===== config.mk =====
export PLATFORM = sky130hd
export DESIGN_NAME = sdm_door_monitor
export DESIGN_NICKNAME = d
export VERILOG_FILES = /design/src/sdm_door_monitor.v /design/src/sdm_sync.v
export VERILOG_INCLUDE_DIRS = /design/src
export SDC_FILE = /design/constraint.sdc
export NUM_CORES = 1
export LEC_CHECK = 0
export BUFFER_PORTS_ARGS = -buffer_cell sky130_fd_sc_hd__buf_2
export CAP_MARGIN = 15
export CORE_ASPECT_RATIO = 1.2
export CORE_MARGIN = 5
export CORE_UTILIZATION = 62
export DETAILED_ROUTE_END_ITERATION = 8
export PLACE_DENSITY = 0.82
export SLEW_MARGIN = 20
export SYNTH_ARGS = -nofsm -noshare
export SYNTH_HDL_FRONTEND = slang
export SYNTH_HIERARCHICAL = 1
export SYNTH_SLANG_ARGS = --single-unit
export TNS_END_PERCENT = 1

===== constraint.sdc =====
create_clock -name i_mclk -period 3.55 [get_ports i_mclk]
set_input_delay 0.355 -clock i_mclk [delete_from_list [all_inputs] [get_ports i_mclk]]
set_output_delay 0.355 -clock i_mclk [all_outputs]
set_load 0.05 [all_outputs]

===== src/sdm_defines.vh =====
`ifndef SDM_DEFINES_VH
`define SDM_DEFINES_VH

// Clock period of i_mclk in picoseconds.
`define SDM_CLK_PERIOD_PS   40'd25000

// Least time the confirm input must stay high to count as stuck, in ns.
`define SDM_STUCK_TIME_NS   40'd1000

// Edges after reset release before the synchronised pins are trusted.
`define SDM_SETTLE_W        2

// Width of the stuck-button counter.
`define SDM_STUCK_CNT_W     16

// One-hot state codes of the door sequence.
`define SDM_ST_W            6
`define SDM_ST_START        6'h01
`define SDM_ST_WAIT_OPEN    6'h02
`define SDM_ST_WAIT_CLOSE   6'h04
`define SDM_ST_WAIT_ACK     6'h08
`define SDM_ST_ENABLED      6'h10
`define SDM_ST_PASSIV       6'h20

// Service byte layout.
`define SDM_SVC_W           8
`define SDM_SVC_RSVD0       0
`define SDM_SVC_NO_OPEN     1
`define SDM_SVC_NO_CLOSE    2
`define SDM_SVC_PASSIV      3
`define SDM_SVC_RSVD4       4
`define SDM_SVC_STUCK       5
`define SDM_SVC_ACK_REQ     6
`define SDM_SVC_ENABLE      7

// Input vector layout ahead of the synchroniser.
`define SDM_IN_W            7
`define SDM_IN_SW_A         0
`define SDM_IN_SW_B         1
`define SDM_IN_PASS_A       2
`define SDM_IN_PASS_B       3
`define SDM_IN_OPEN_FIRST   4
`define SDM_IN_CONF_NEED    5
`define SDM_IN_CONFIRM      6

// Reset values: both settings start at 1, everything else at 0.
`define SDM_IN_RST          7'h30
`define SDM_SVC_RST         8'h00

`endif


===== src/sdm_door_monitor.v =====
// Behaviour
// - Drop enable when either door switch reads 0.
// - Enable after both open, both closed, acknowledged; open-first 0 at start and reintegration after passivation skip the opening.
// - Confirm not needed: acknowledge automatically after sequence.
// - Confirm needed: enable only on confirm rising edge, except the open-first 0 start.
// - Raise confirm request once door closed, ack outstanding.
// - Clear confirm request after acknowledgment accepted.
// - Passivation zeros never demand a full opening.
// - After startup hold enable low until acknowledged.
// - Open-first 0: auto acknowledge first closed reading.
// - Open-first 1 or switch 0: full sequence required.
// - Service bit 1: both-open not yet seen.
// - Service bit 2: both-closed not yet seen.
// - Service bit 5: enable missing, confirm stuck high.
// - Service bits 3,6,7 mirror status; 0,4 zero.
// - Reset: settings 1, inputs and outputs 0.
`timescale 1ns/1ps
`include "sdm_defines.vh"

module sdm_door_monitor #(
  parameter STUCK_CYCLES = (`SDM_STUCK_TIME_NS * 40'd1000 +
                            `SDM_CLK_PERIOD_PS - 40'd1) /
                           `SDM_CLK_PERIOD_PS
) (
  input  wire                  i_mclk,
  input  wire                  i_resetn,
  input  wire                  i_startup,
  input  wire                  i_door_switch_a,
  input  wire                  i_door_switch_b,
  input  wire                  i_pass_flag_a,
  input  wire                  i_pass_flag_b,
  input  wire                  i_open_first_cfg,
  input  wire                  i_confirm_needed_cfg,
  input  wire                  i_confirm,
  output reg                   o_enable,
  output reg                   o_confirm_req,
  output reg  [`SDM_SVC_W-1:0] o_service_info_byte
);

  // State codes.
  localparam [`SDM_ST_W-1:0] ST_START      = `SDM_ST_START;
  localparam [`SDM_ST_W-1:0] ST_WAIT_OPEN  = `SDM_ST_WAIT_OPEN;
  localparam [`SDM_ST_W-1:0] ST_WAIT_CLOSE = `SDM_ST_WAIT_CLOSE;
  localparam [`SDM_ST_W-1:0] ST_WAIT_ACK   = `SDM_ST_WAIT_ACK;
  localparam [`SDM_ST_W-1:0] ST_ENABLED    = `SDM_ST_ENABLED;
  localparam [`SDM_ST_W-1:0] ST_PASSIV     = `SDM_ST_PASSIV;

  // Stuck-button threshold at the counter's width.
  localparam [`SDM_STUCK_CNT_W-1:0] STUCK_LIMIT =
    STUCK_CYCLES[`SDM_STUCK_CNT_W-1:0];

  wire [`SDM_IN_W-1:0]        in_raw;
  wire [`SDM_IN_W-1:0]        in_sync;
  wire                        sw_a;
  wire                        sw_b;
  wire                        pass_a;
  wire                        pass_b;
  wire                        open_first_cfg;
  wire                        confirm_needed_cfg;
  wire                        confirm;
  wire                        source_passivated;
  wire                        both_open;
  wire                        both_closed;
  wire                        confirm_rise;
  wire                        stuck_now;

  reg  [`SDM_SETTLE_W-1:0]    settle_ff;
  reg  [`SDM_SETTLE_W-1:0]    nxt_settle;
  wire                        settled;
  reg  [`SDM_ST_W-1:0]        state_ff;
  reg  [`SDM_ST_W-1:0]        nxt_state;
  reg                         confirm_prev_ff;
  reg                         nxt_confirm_prev;
  reg  [`SDM_STUCK_CNT_W-1:0] stuck_cnt_ff;
  reg  [`SDM_STUCK_CNT_W-1:0] nxt_stuck_cnt;
  reg                         nxt_enable;
  reg                         nxt_confirm_req;
  reg  [`SDM_SVC_W-1:0]       nxt_service;

  // All pins except i_startup, clock and reset are gathered into one vector for the synchroniser.
  assign in_raw[`SDM_IN_SW_A]       = i_door_switch_a;
  assign in_raw[`SDM_IN_SW_B]       = i_door_switch_b;
  assign in_raw[`SDM_IN_PASS_A]     = i_pass_flag_a;
  assign in_raw[`SDM_IN_PASS_B]     = i_pass_flag_b;
  assign in_raw[`SDM_IN_OPEN_FIRST] = i_open_first_cfg;
  assign in_raw[`SDM_IN_CONF_NEED]  = i_confirm_needed_cfg;
  assign in_raw[`SDM_IN_CONFIRM]    = i_confirm;

  // The settings synchronise to 1 and the rest to 0, so that a freshly
  // reset monitor always takes the strictest configuration.
  sdm_sync #(
    .W       (`SDM_IN_W),
    .RST_VAL (`SDM_IN_RST)
  ) u_sync (
    .i_mclk   (i_mclk),
    .i_resetn (i_resetn),
    .i_async  (in_raw),
    .o_sync   (in_sync)
  );

  // Synchronised views of the pins.
  assign sw_a               = in_sync[`SDM_IN_SW_A];
  assign sw_b               = in_sync[`SDM_IN_SW_B];
  assign pass_a             = in_sync[`SDM_IN_PASS_A];
  assign pass_b             = in_sync[`SDM_IN_PASS_B];
  assign open_first_cfg     = in_sync[`SDM_IN_OPEN_FIRST];
  assign confirm_needed_cfg = in_sync[`SDM_IN_CONF_NEED];
  assign confirm            = in_sync[`SDM_IN_CONFIRM];

  // Door position summaries.
  assign source_passivated = pass_a | pass_b;
  assign both_open         = ~sw_a & ~sw_b;
  assign both_closed       = sw_a & sw_b;

  // A held-high button never makes an edge, so it cannot acknowledge.
  assign confirm_rise = confirm & ~confirm_prev_ff;

  // The button counts as stuck once the counter reaches its threshold.
  assign stuck_now = (stuck_cnt_ff >= STUCK_LIMIT);

  // The synchroniser flops come out of reset with the switches at 0. If
  // the start state trusted them, that reset value would look like a full
  // door opening, so the start decision waits until real pin values have
  // travelled through both flops.
  always @* begin
    nxt_settle = {settle_ff[`SDM_SETTLE_W-2:0], 1'b1};
  end

  assign settled = settle_ff[`SDM_SETTLE_W-1];

  // Sequence state machine, evaluated on every clock edge.
  always @* begin
    nxt_state = state_ff;
    case (state_ff)
      ST_START: begin
        // Nothing is decided while a source is still passivated.
        if (!source_passivated && settled) begin
          if (!open_first_cfg && both_closed) begin
            nxt_state = ST_ENABLED;
          end else if (both_open) begin
            nxt_state = ST_WAIT_CLOSE;
          end else begin
            nxt_state = ST_WAIT_OPEN;
          end
        end
      end
      ST_WAIT_OPEN: begin
        // Zeros caused by passivation do not count as an opening.
        if (!source_passivated && both_open) begin
          nxt_state = ST_WAIT_CLOSE;
        end
      end
      ST_WAIT_CLOSE: begin
        if (source_passivated) begin
          nxt_state = ST_PASSIV;
        end else if (both_closed) begin
          if (confirm_needed_cfg) begin
            nxt_state = ST_WAIT_ACK;
          end else begin
            nxt_state = ST_ENABLED;
          end
        end
      end
      ST_WAIT_ACK: begin
        if (source_passivated) begin
          nxt_state = ST_PASSIV;
        end else if (!both_closed) begin
          // Door moved again before the operator confirmed.
          nxt_state = both_open ? ST_WAIT_CLOSE : ST_WAIT_OPEN;
        end else if (!confirm_needed_cfg) begin
          nxt_state = ST_ENABLED;
        end else if (confirm_rise) begin
          nxt_state = ST_ENABLED;
        end
      end
      ST_ENABLED: begin
        if (source_passivated) begin
          nxt_state = ST_PASSIV;
        end else if (!sw_a || !sw_b) begin
          nxt_state = both_open ? ST_WAIT_CLOSE : ST_WAIT_OPEN;
        end
      end
      ST_PASSIV: begin
        // After reintegration the door need not be opened again, only
        // closed and acknowledged.
        if (!source_passivated) begin
          if (both_closed && !confirm_needed_cfg) begin
            nxt_state = ST_ENABLED;
          end else if (both_closed) begin
            nxt_state = ST_WAIT_ACK;
          end else begin
            nxt_state = ST_WAIT_CLOSE;
          end
        end
      end
      default: begin
        // An illegal code falls back to the safe startup state.
        nxt_state = ST_START;
      end
    endcase
    // A startup request overrides everything in the same cycle.
    if (i_startup) begin
      nxt_state = ST_START;
    end
  end

  // Stuck-button counter: runs while the enable is missing and the button
  // is high, and saturates so it never wraps back below the threshold.
  always @* begin
    nxt_confirm_prev = confirm;
    nxt_stuck_cnt    = stuck_cnt_ff;
    if (i_startup || o_enable || !confirm) begin
      nxt_stuck_cnt = {`SDM_STUCK_CNT_W{1'b0}};
    end else if (!stuck_now) begin
      nxt_stuck_cnt = stuck_cnt_ff + {{(`SDM_STUCK_CNT_W-1){1'b0}}, 1'b1};
    end
  end

  // Output decode from the next state, so every output is a flop that
  // changes on the same edge as the state it reports.
  always @* begin
    nxt_enable      = (nxt_state == ST_ENABLED);
    nxt_confirm_req = (nxt_state == ST_WAIT_ACK);
    nxt_service     = `SDM_SVC_RST;
    nxt_service[`SDM_SVC_NO_OPEN]  = (nxt_state == ST_WAIT_OPEN) ||
                                     (nxt_state == ST_START);
    nxt_service[`SDM_SVC_NO_CLOSE] = (nxt_state == ST_WAIT_CLOSE) ||
                                     (nxt_state == ST_PASSIV);
    nxt_service[`SDM_SVC_PASSIV]   = source_passivated;
    nxt_service[`SDM_SVC_STUCK]    = ~nxt_enable & stuck_now &
                                     ~i_startup;
    nxt_service[`SDM_SVC_ACK_REQ]  = nxt_confirm_req;
    nxt_service[`SDM_SVC_ENABLE]   = nxt_enable;
    nxt_service[`SDM_SVC_RSVD0]    = 1'b0;
    nxt_service[`SDM_SVC_RSVD4]    = 1'b0;
  end

  // State and output registers.
  always @(posedge i_mclk or negedge i_resetn) begin
    if (!i_resetn) begin
      settle_ff           <= {`SDM_SETTLE_W{1'b0}};
      state_ff            <= ST_START;
      confirm_prev_ff     <= 1'b0;
      stuck_cnt_ff        <= {`SDM_STUCK_CNT_W{1'b0}};
      o_enable            <= 1'b0;
      o_confirm_req       <= 1'b0;
      o_service_info_byte <= `SDM_SVC_RST;
    end else begin
      settle_ff           <= nxt_settle;
      state_ff            <= nxt_state;
      confirm_prev_ff     <= nxt_confirm_prev;
      stuck_cnt_ff        <= nxt_stuck_cnt;
      o_enable            <= nxt_enable;
      o_confirm_req       <= nxt_confirm_req;
      o_service_info_byte <= nxt_service;
    end
  end

endmodule // sdm_door_monitor


===== src/sdm_sync.v =====
`timescale 1ns/1ps

// Two-stage synchroniser for a group of independent level inputs.
module sdm_sync #(
  parameter                 W       = 1,
  parameter [W-1:0]         RST_VAL = {W{1'b0}}
) (
  input  wire               i_mclk,
  input  wire               i_resetn,
  input  wire [W-1:0]       i_async,
  output wire [W-1:0]       o_sync
);

  genvar g;

  // Each bit gets its own pair of flops; the first is read only by the second.
  generate
    for (g = 0; g < W; g = g + 1) begin : g_bit
      reg meta_ff;
      reg sync_ff;
      always @(posedge i_mclk or negedge i_resetn) begin
        if (!i_resetn) begin
          meta_ff <= RST_VAL[g];
          sync_ff <= RST_VAL[g];
        end else begin
          meta_ff <= i_async[g];
          sync_ff <= meta_ff;
        end
      end
      assign o_sync[g] = sync_ff;
    end
  endgenerate

endmodule // sdm_sync

Word level (Yosys, flattened, before mapping) --
Index checks and enable logic that the tools add are counted.
Storage, ports and cells: register bits after elaboration 47, bits of input ports 10, output and inout bits 10, logic and storage cells 82
Cells by class: $add $sub $neg 1, $lt $le $gt $ge 1, eq/ne operators 13, muxes and demuxes 20, bitwise gates (word level) 11, reduce and logical (&&, ||, !) cells 15
Operators by type and width (count):
- two-way mux 6 bit | 12
- case mux 6 bit (6 select lines) | 1
- two-way mux 16 bit | 2
- adder 16 x 1 -> 16 bit, second input constant | 1
- >= comparator 16 x 6 -> 1 bit, second input constant | 1
- two-way mux 5 bit | 3
- == test 6 x 1 -> 1 bit, second input constant | 2
- == test 6 x 2 -> 1 bit, second input constant | 2
- == test 6 x 3 -> 1 bit, second input constant | 2
- == test 6 x 4 -> 1 bit, second input constant | 2
- == test 6 x 5 -> 1 bit, second input constant | 2
- == test 6 bit, second input constant | 2
- logical NOT 1 bit | 6
- bitwise AND 1 bit | 5
- logical OR 1 bit | 5
- NOT 1 bit | 5
- logical AND 1 bit | 4
- two-way mux 4 bit | 1
- two-way mux 3 bit | 1
- != test 2 x 1 -> 1 bit, second input constant | 1
- bitwise OR 1 bit | 1

Longest topological paths before layout --
depth after elaboration 12, mapped depth 7, depth with buffers taken out 5

Hierarchy --
The synthesis kept the hierarchy.
By module, submodules not included:
- sdm_door_monitor | times used 1, cells an instance 158, area each 1549.0 µm²
- sdm_sync | times used 1, cells an instance 21, area each 407.9 µm²

Worst setup path after synthesis --
No wires, ideal clock.
path kind flip-flop to flip-flop, start register state_ff[4], end register o_service_info_byte[5], arrival 1.781 ns, setup slack 1.636 ns, cell stages (with the launch flop) 7, path buffers 1, clock period less this slack 1.914 ns, cells stage by stage dfrtp_1 buf_6 or4_4 or3_1 o32ai_1 a21oi_1 nor3b_1
On the way: longest elaborated chain between the ends 10
Ends and longest elaborated chain:
- from (decl) | RTL line sdm_door_monitor.v:70 | reg [`SDM_ST_W-1:0] state_ff;
- from (signal assigned) | RTL line sdm_door_monitor.v:250 | state_ff <= nxt_state;
- two-way mux 6 bit | RTL line sdm_door_monitor.v:172 | end else if (confirm_rise) begin
- two-way mux 6 bit | RTL line sdm_door_monitor.v:170 | end else if (!confirm_needed_cfg) begin
- two-way mux 6 bit | RTL line sdm_door_monitor.v:167 | end else if (!both_closed) begin
- two-way mux 6 bit | RTL line sdm_door_monitor.v:165 | if (source_passivated) begin
- case mux 6 bit (6 select lines) * | RTL line sdm_door_monitor.v:134 | case (state_ff)
- two-way mux 6 bit * | RTL line sdm_door_monitor.v:202 | if (i_startup) begin
- == test 6 x 5 -> 1 bit * | RTL line sdm_door_monitor.v:222 | nxt_enable = (nxt_state == ST_ENABLED);
- NOT 1 bit * | RTL line sdm_door_monitor.v:230 | nxt_service[`SDM_SVC_STUCK] = ~nxt_enable & stuck_now &
- bitwise AND 1 bit * (2 in series) | RTL line sdm_door_monitor.v:230
- net nxt_service[5] | RTL line sdm_door_monitor.v:78 | reg [`SDM_SVC_W-1:0] nxt_service;
- to (signal assigned) | RTL line sdm_door_monitor.v:247 | o_service_info_byte <= `SDM_SVC_RST;
- to (signal assigned) | RTL line sdm_door_monitor.v:255 | o_service_info_byte <= nxt_service;
- to (decl) | RTL line sdm_door_monitor.v:37 | output reg [`SDM_SVC_W-1:0] o_service_info_byte
Mark *: on every way through the listed nets, which the timed path passes. The rest lies on a longest branch. A chain may end at the register's enable or synchronous reset.

Worst setup path after layout --
Ends and elaborated chain as after synthesis.

==> results.cfg <==
[outcome]
status = finished, final reports clean

[worst_setup_path]
regToRegStartpoint = state_ff[4]$_DFF_PN0_
cp_max_stage_delay_ns = 0.57
crit_path_cell_trace = or4_4 > or3_1 > o32ai_1 > a21oi_1 > nor3b_1
worst_ep_arrival_time_ns = 2.31
critical-path-slowest-cell = sky130_fd_sc_hd__or4_4
timing.critical_path.to_type = flip-flop
r2r_slack_ns = 1.49
regToRegEndpoint = o_service_info_byte[5]$_DFF_PN0_
setup.worst_path.class = flip-flop to flip-flop
critPathRequiredTime_ns = 3.80
worstPathMaxFanout = 8
cpLargestDelayFamily = simple AND/OR/NAND/NOR gates
timing.reg2reg.worst_path_depth = 5
setup.worst_path.start_class = flip-flop
cp_num_buf_inv = 0

[routing]
maxUsedRoutingLayer = met4
detailroute.wirelength.met3_um = 214
detail_route.wirelength_mm = 3.238
detailroute.wirelength.met2_mm = 1.570
ant_nets = 0
dr_vias = 1291
wl_met1_mm = 1.394
drt-vias-per-instance = 5.922
wire_per_inst_um = 14.85
drc = 0
drt_pre_antenna_iters = 4
drt_iter0_drc = 103

[global_routing]
largest_net_degree_at_the_start_of_global_routing = 46
globalRoute.totalOverflow = 0
grt_pass1_vias = 1229
groute.usage.overall = 0.1732
grt_first_pass_wirelength_mm = 5.699
initial_antenna_violation_count = 0

[hold_path]
min_to = u_sync/g_bit[4].meta_ff$_DFF_PN1_
min_from = i_open_first_cfg
min-delay-path-class = primary input to flip-flop
timing.hold.worst_path_depth = 1

[timing]
slew-limit-headroom = 0.3909
clock-skew-final_ns = 0.006818
setup_violations = 0
grt_setup_unrepaired = no
post-route-min-period_ns = 2.064
final_min_period_over_clock_period = 0.5814
slew_viol_final = 0
fmax_mhz = 484.5
hold_violations = 0
worst_slew_pin_slew_ns = 0.9137
fin_setup_tns_ns = 0

[die]
initial_core_util = 0.6405
fp.dieArea_mm2 = 0.004384
row_count = 22
io_pins = 20
floorplan.die.width_um = 61.29
floorplan.die.height_um = 71.54
floorplan.core_area_mm2 = 0.003055

[power]
cell_internal_pwr_uw = 697.5
netSwitchingFraction = 0.2379
irDropWorstVdd_v = 0.0003767
static-leakage-power_uw = 0.0009764
p_seq_frac = 0.593
power.density_cell_area_mw_per_mm2 = 449.9
clkPwrFrac = 0.339
gate_power_share = 0.068
switch_pwr_uw = 217.8

[finish]
layout_nets = 193
core_utilization_of_the_finished_layout = 0.6658
diodes = 0
p_r_area_growth_vs_syn_pct = 3.964
final_cell_count_no_fill = 218
share_of_layout_cells_above_drive_strength_1 = 0.1868

[clocking]
ctsResizeCount = 0
cts_tree = yes
cts_root_buffer = sky130_fd_sc_hd__clkbuf_4
clock_insertion_delay_worst_skew_ns = 0.35
cts_max_path_buffers = 2
cts-buffers-inserted = 5
holdBufCountCts = 0
post-cts-setup-buffers = 0
clkTransAtPathRegs_ns = 0.13
numClockSinks = 45
ctsHtreeMaxLevel = 2

[logic_synthesis]
synthesis.area_per_instance_um2 = 10.93
synth-edff-count = 0
yosys_register_bits = 45
syn-cell-area_mm2 = 0.001957
synthDominantAreaCellType = sky130_fd_sc_hd__dfrtp_1
yosys_most_used_dff = sky130_fd_sc_hd__dfrtp_1
post-synth-top-count-cell = sky130_fd_sc_hd__dfrtp_1
ys.warnings.count = 6
synthCells = 179
synth_top_cells_by_count = sky130_fd_sc_hd__dfrtp_1, sky130_fd_sc_hd__nor2_1, sky130_fd_sc_hd__and3_1, sky130_fd_sc_hd__buf_4, sky130_fd_sc_hd__clkbuf_1
post_synth_main_area_contributors = sky130_fd_sc_hd__dfrtp_1, sky130_fd_sc_hd__dfstp_2, sky130_fd_sc_hd__buf_4, sky130_fd_sc_hd__and3_1, sky130_fd_sc_hd__nor2_1
netlist-cell-type-count = 42
synthDominantCellAreaShare = 0.5115
ys_async_sr_fraction = 1.000
synth.yosys.seq_area_share = 0.5786

[place]
placement.io_buffers = 17
dp_hpwl_mm = 2.295
gpl.final_weighted_congestion = 0.8752
post-place-cells = 210

[job]
cap_violations = 0
-- area by class of cell --
class,count,area [µm²]
clock buffer,5,37.54
clock inverter,3,46.29
fill,240,1021
inverter,5,18.77
multi-input combinational,107,669.4
sequential,45,1132
tap,36,45.04
timing repair buffer,17,85.08
-- registers in the layout (all words and copies together) (netlist names) --
register	cells
confirm_prev_ff	1
u_sync/g_bit.meta_ff	7
state_ff	6
settle_ff	2
stuck_cnt_ff	16
o_service_info_byte	6
u_sync/g_bit.sync_ff	7
-- per-layer routing --
layer / GRT usage / vias to the layer above
li1: - / 607
met1: 0.2391 / 626
met2: 0.2529 / 51
met3: 0.04685 / 7
met4: 0.07952 / 0
met5: 0 / -
-- cells by family after synthesis --
group / Yosys count / share of synthesized area
AND/OR/NAND/NOR: 68 / 0.1905
adder cells (fa/ha/maj): 2 / 0.01279
flip-flops: 45 / 0.5786
XOR/XNOR: 7 / 0.03133
buffers and inverters: 28 / 0.08120
AO/OA/AOI/OAI: 23 / 0.07993
other: 2 / 0.003838
multiplexers: 4 / 0.02174
-- how the worst max path moves through the flow --
stage / startpoint / end / slack (ns) / depth (start not counted)
after floorplan: state_ff[4]$_DFF_PN0_ / o_service_info_byte[5]$_DFF_PN0_ / 1.64 / 6
after global placement: state_ff[4]$_DFF_PN0_ / o_service_info_byte[5]$_DFF_PN0_ / 1.60 / 5
after detailed placement: state_ff[4]$_DFF_PN0_ / o_service_info_byte[5]$_DFF_PN0_ / 1.53 / 5
after CTS: state_ff[4]$_DFF_PN0_ / o_service_info_byte[5]$_DFF_PN0_ / 1.52 / 5
after global routing: state_ff[1]$_DFF_PN0_ / o_service_info_byte[5]$_DFF_PN0_ / 1.39 / 5
final: state_ff[4]$_DFF_PN0_ / o_service_info_byte[5]$_DFF_PN0_ / 1.49 / 5
-- through the flow --
| stage | hold WS, ns | power, µW | worst slack [ns] | cell area (µm²) |
|---|---|---|---|---|
| finish | 0.09058 | 915.3 | 1.486 | 2034 |
| global route | 0.05900 | 958.5 | 1.385 | 2034 |
| CTS | 0.07162 | 923.3 | 1.516 | 2034 |
| detailed placement | 0.3371 | 614.6 | 1.528 | 1951 |
| global placement | 0.3347 | 610.9 | 1.599 | 1951 |
| floorplan | 0.05941 | 599.2 | 1.636 | 1961 |
-- power groups by stage --
stage | clock [µW] | sequential [µW] | combinational [µW]
2_1_floorplan | 0 | 549 | 50.4
3_3_place_gp | 0 | 550 | 60.6
3_5_place_dp | 0 | 552 | 62.8
4_1_cts | 318 | 542 | 62.8
5_1_grt | 343 | 545 | 70.6
6_report | 310 | 542 | 62.6
-- worst reg2reg max path, cell delays in order, from the launching register on --
cell                      delay (ns)
sky130_fd_sc_hd__dfrtp_1        0.50
sky130_fd_sc_hd__or4_4          0.58
sky130_fd_sc_hd__or3_1          0.34
sky130_fd_sc_hd__o32ai_1        0.29
sky130_fd_sc_hd__a21oi_1        0.11
sky130_fd_sc_hd__nor3b_1        0.15
-- placed cells by master, fill, tap and decap left out, drive strengths merged, types with 3 or more instances in the layout --
master / netlist / final
dfrtp: 40 / 40
nor2: 19 / 19
buf: 14 / 17
and3: 12 / 12
nand2: 8 / 8
o21ai: 7 / 7
nor4: 6 / 6
inv: 5 / 5
and4: 5 / 5
clkbuf: 9 / 5
dfstp: 5 / 5
xor2: 4 / 4
nand3: 4 / 4
xnor2: 3 / 3
o31ai: 3 / 3
conb: 2 / 3
No activity file was read; power rests on OpenSTA's default activity.
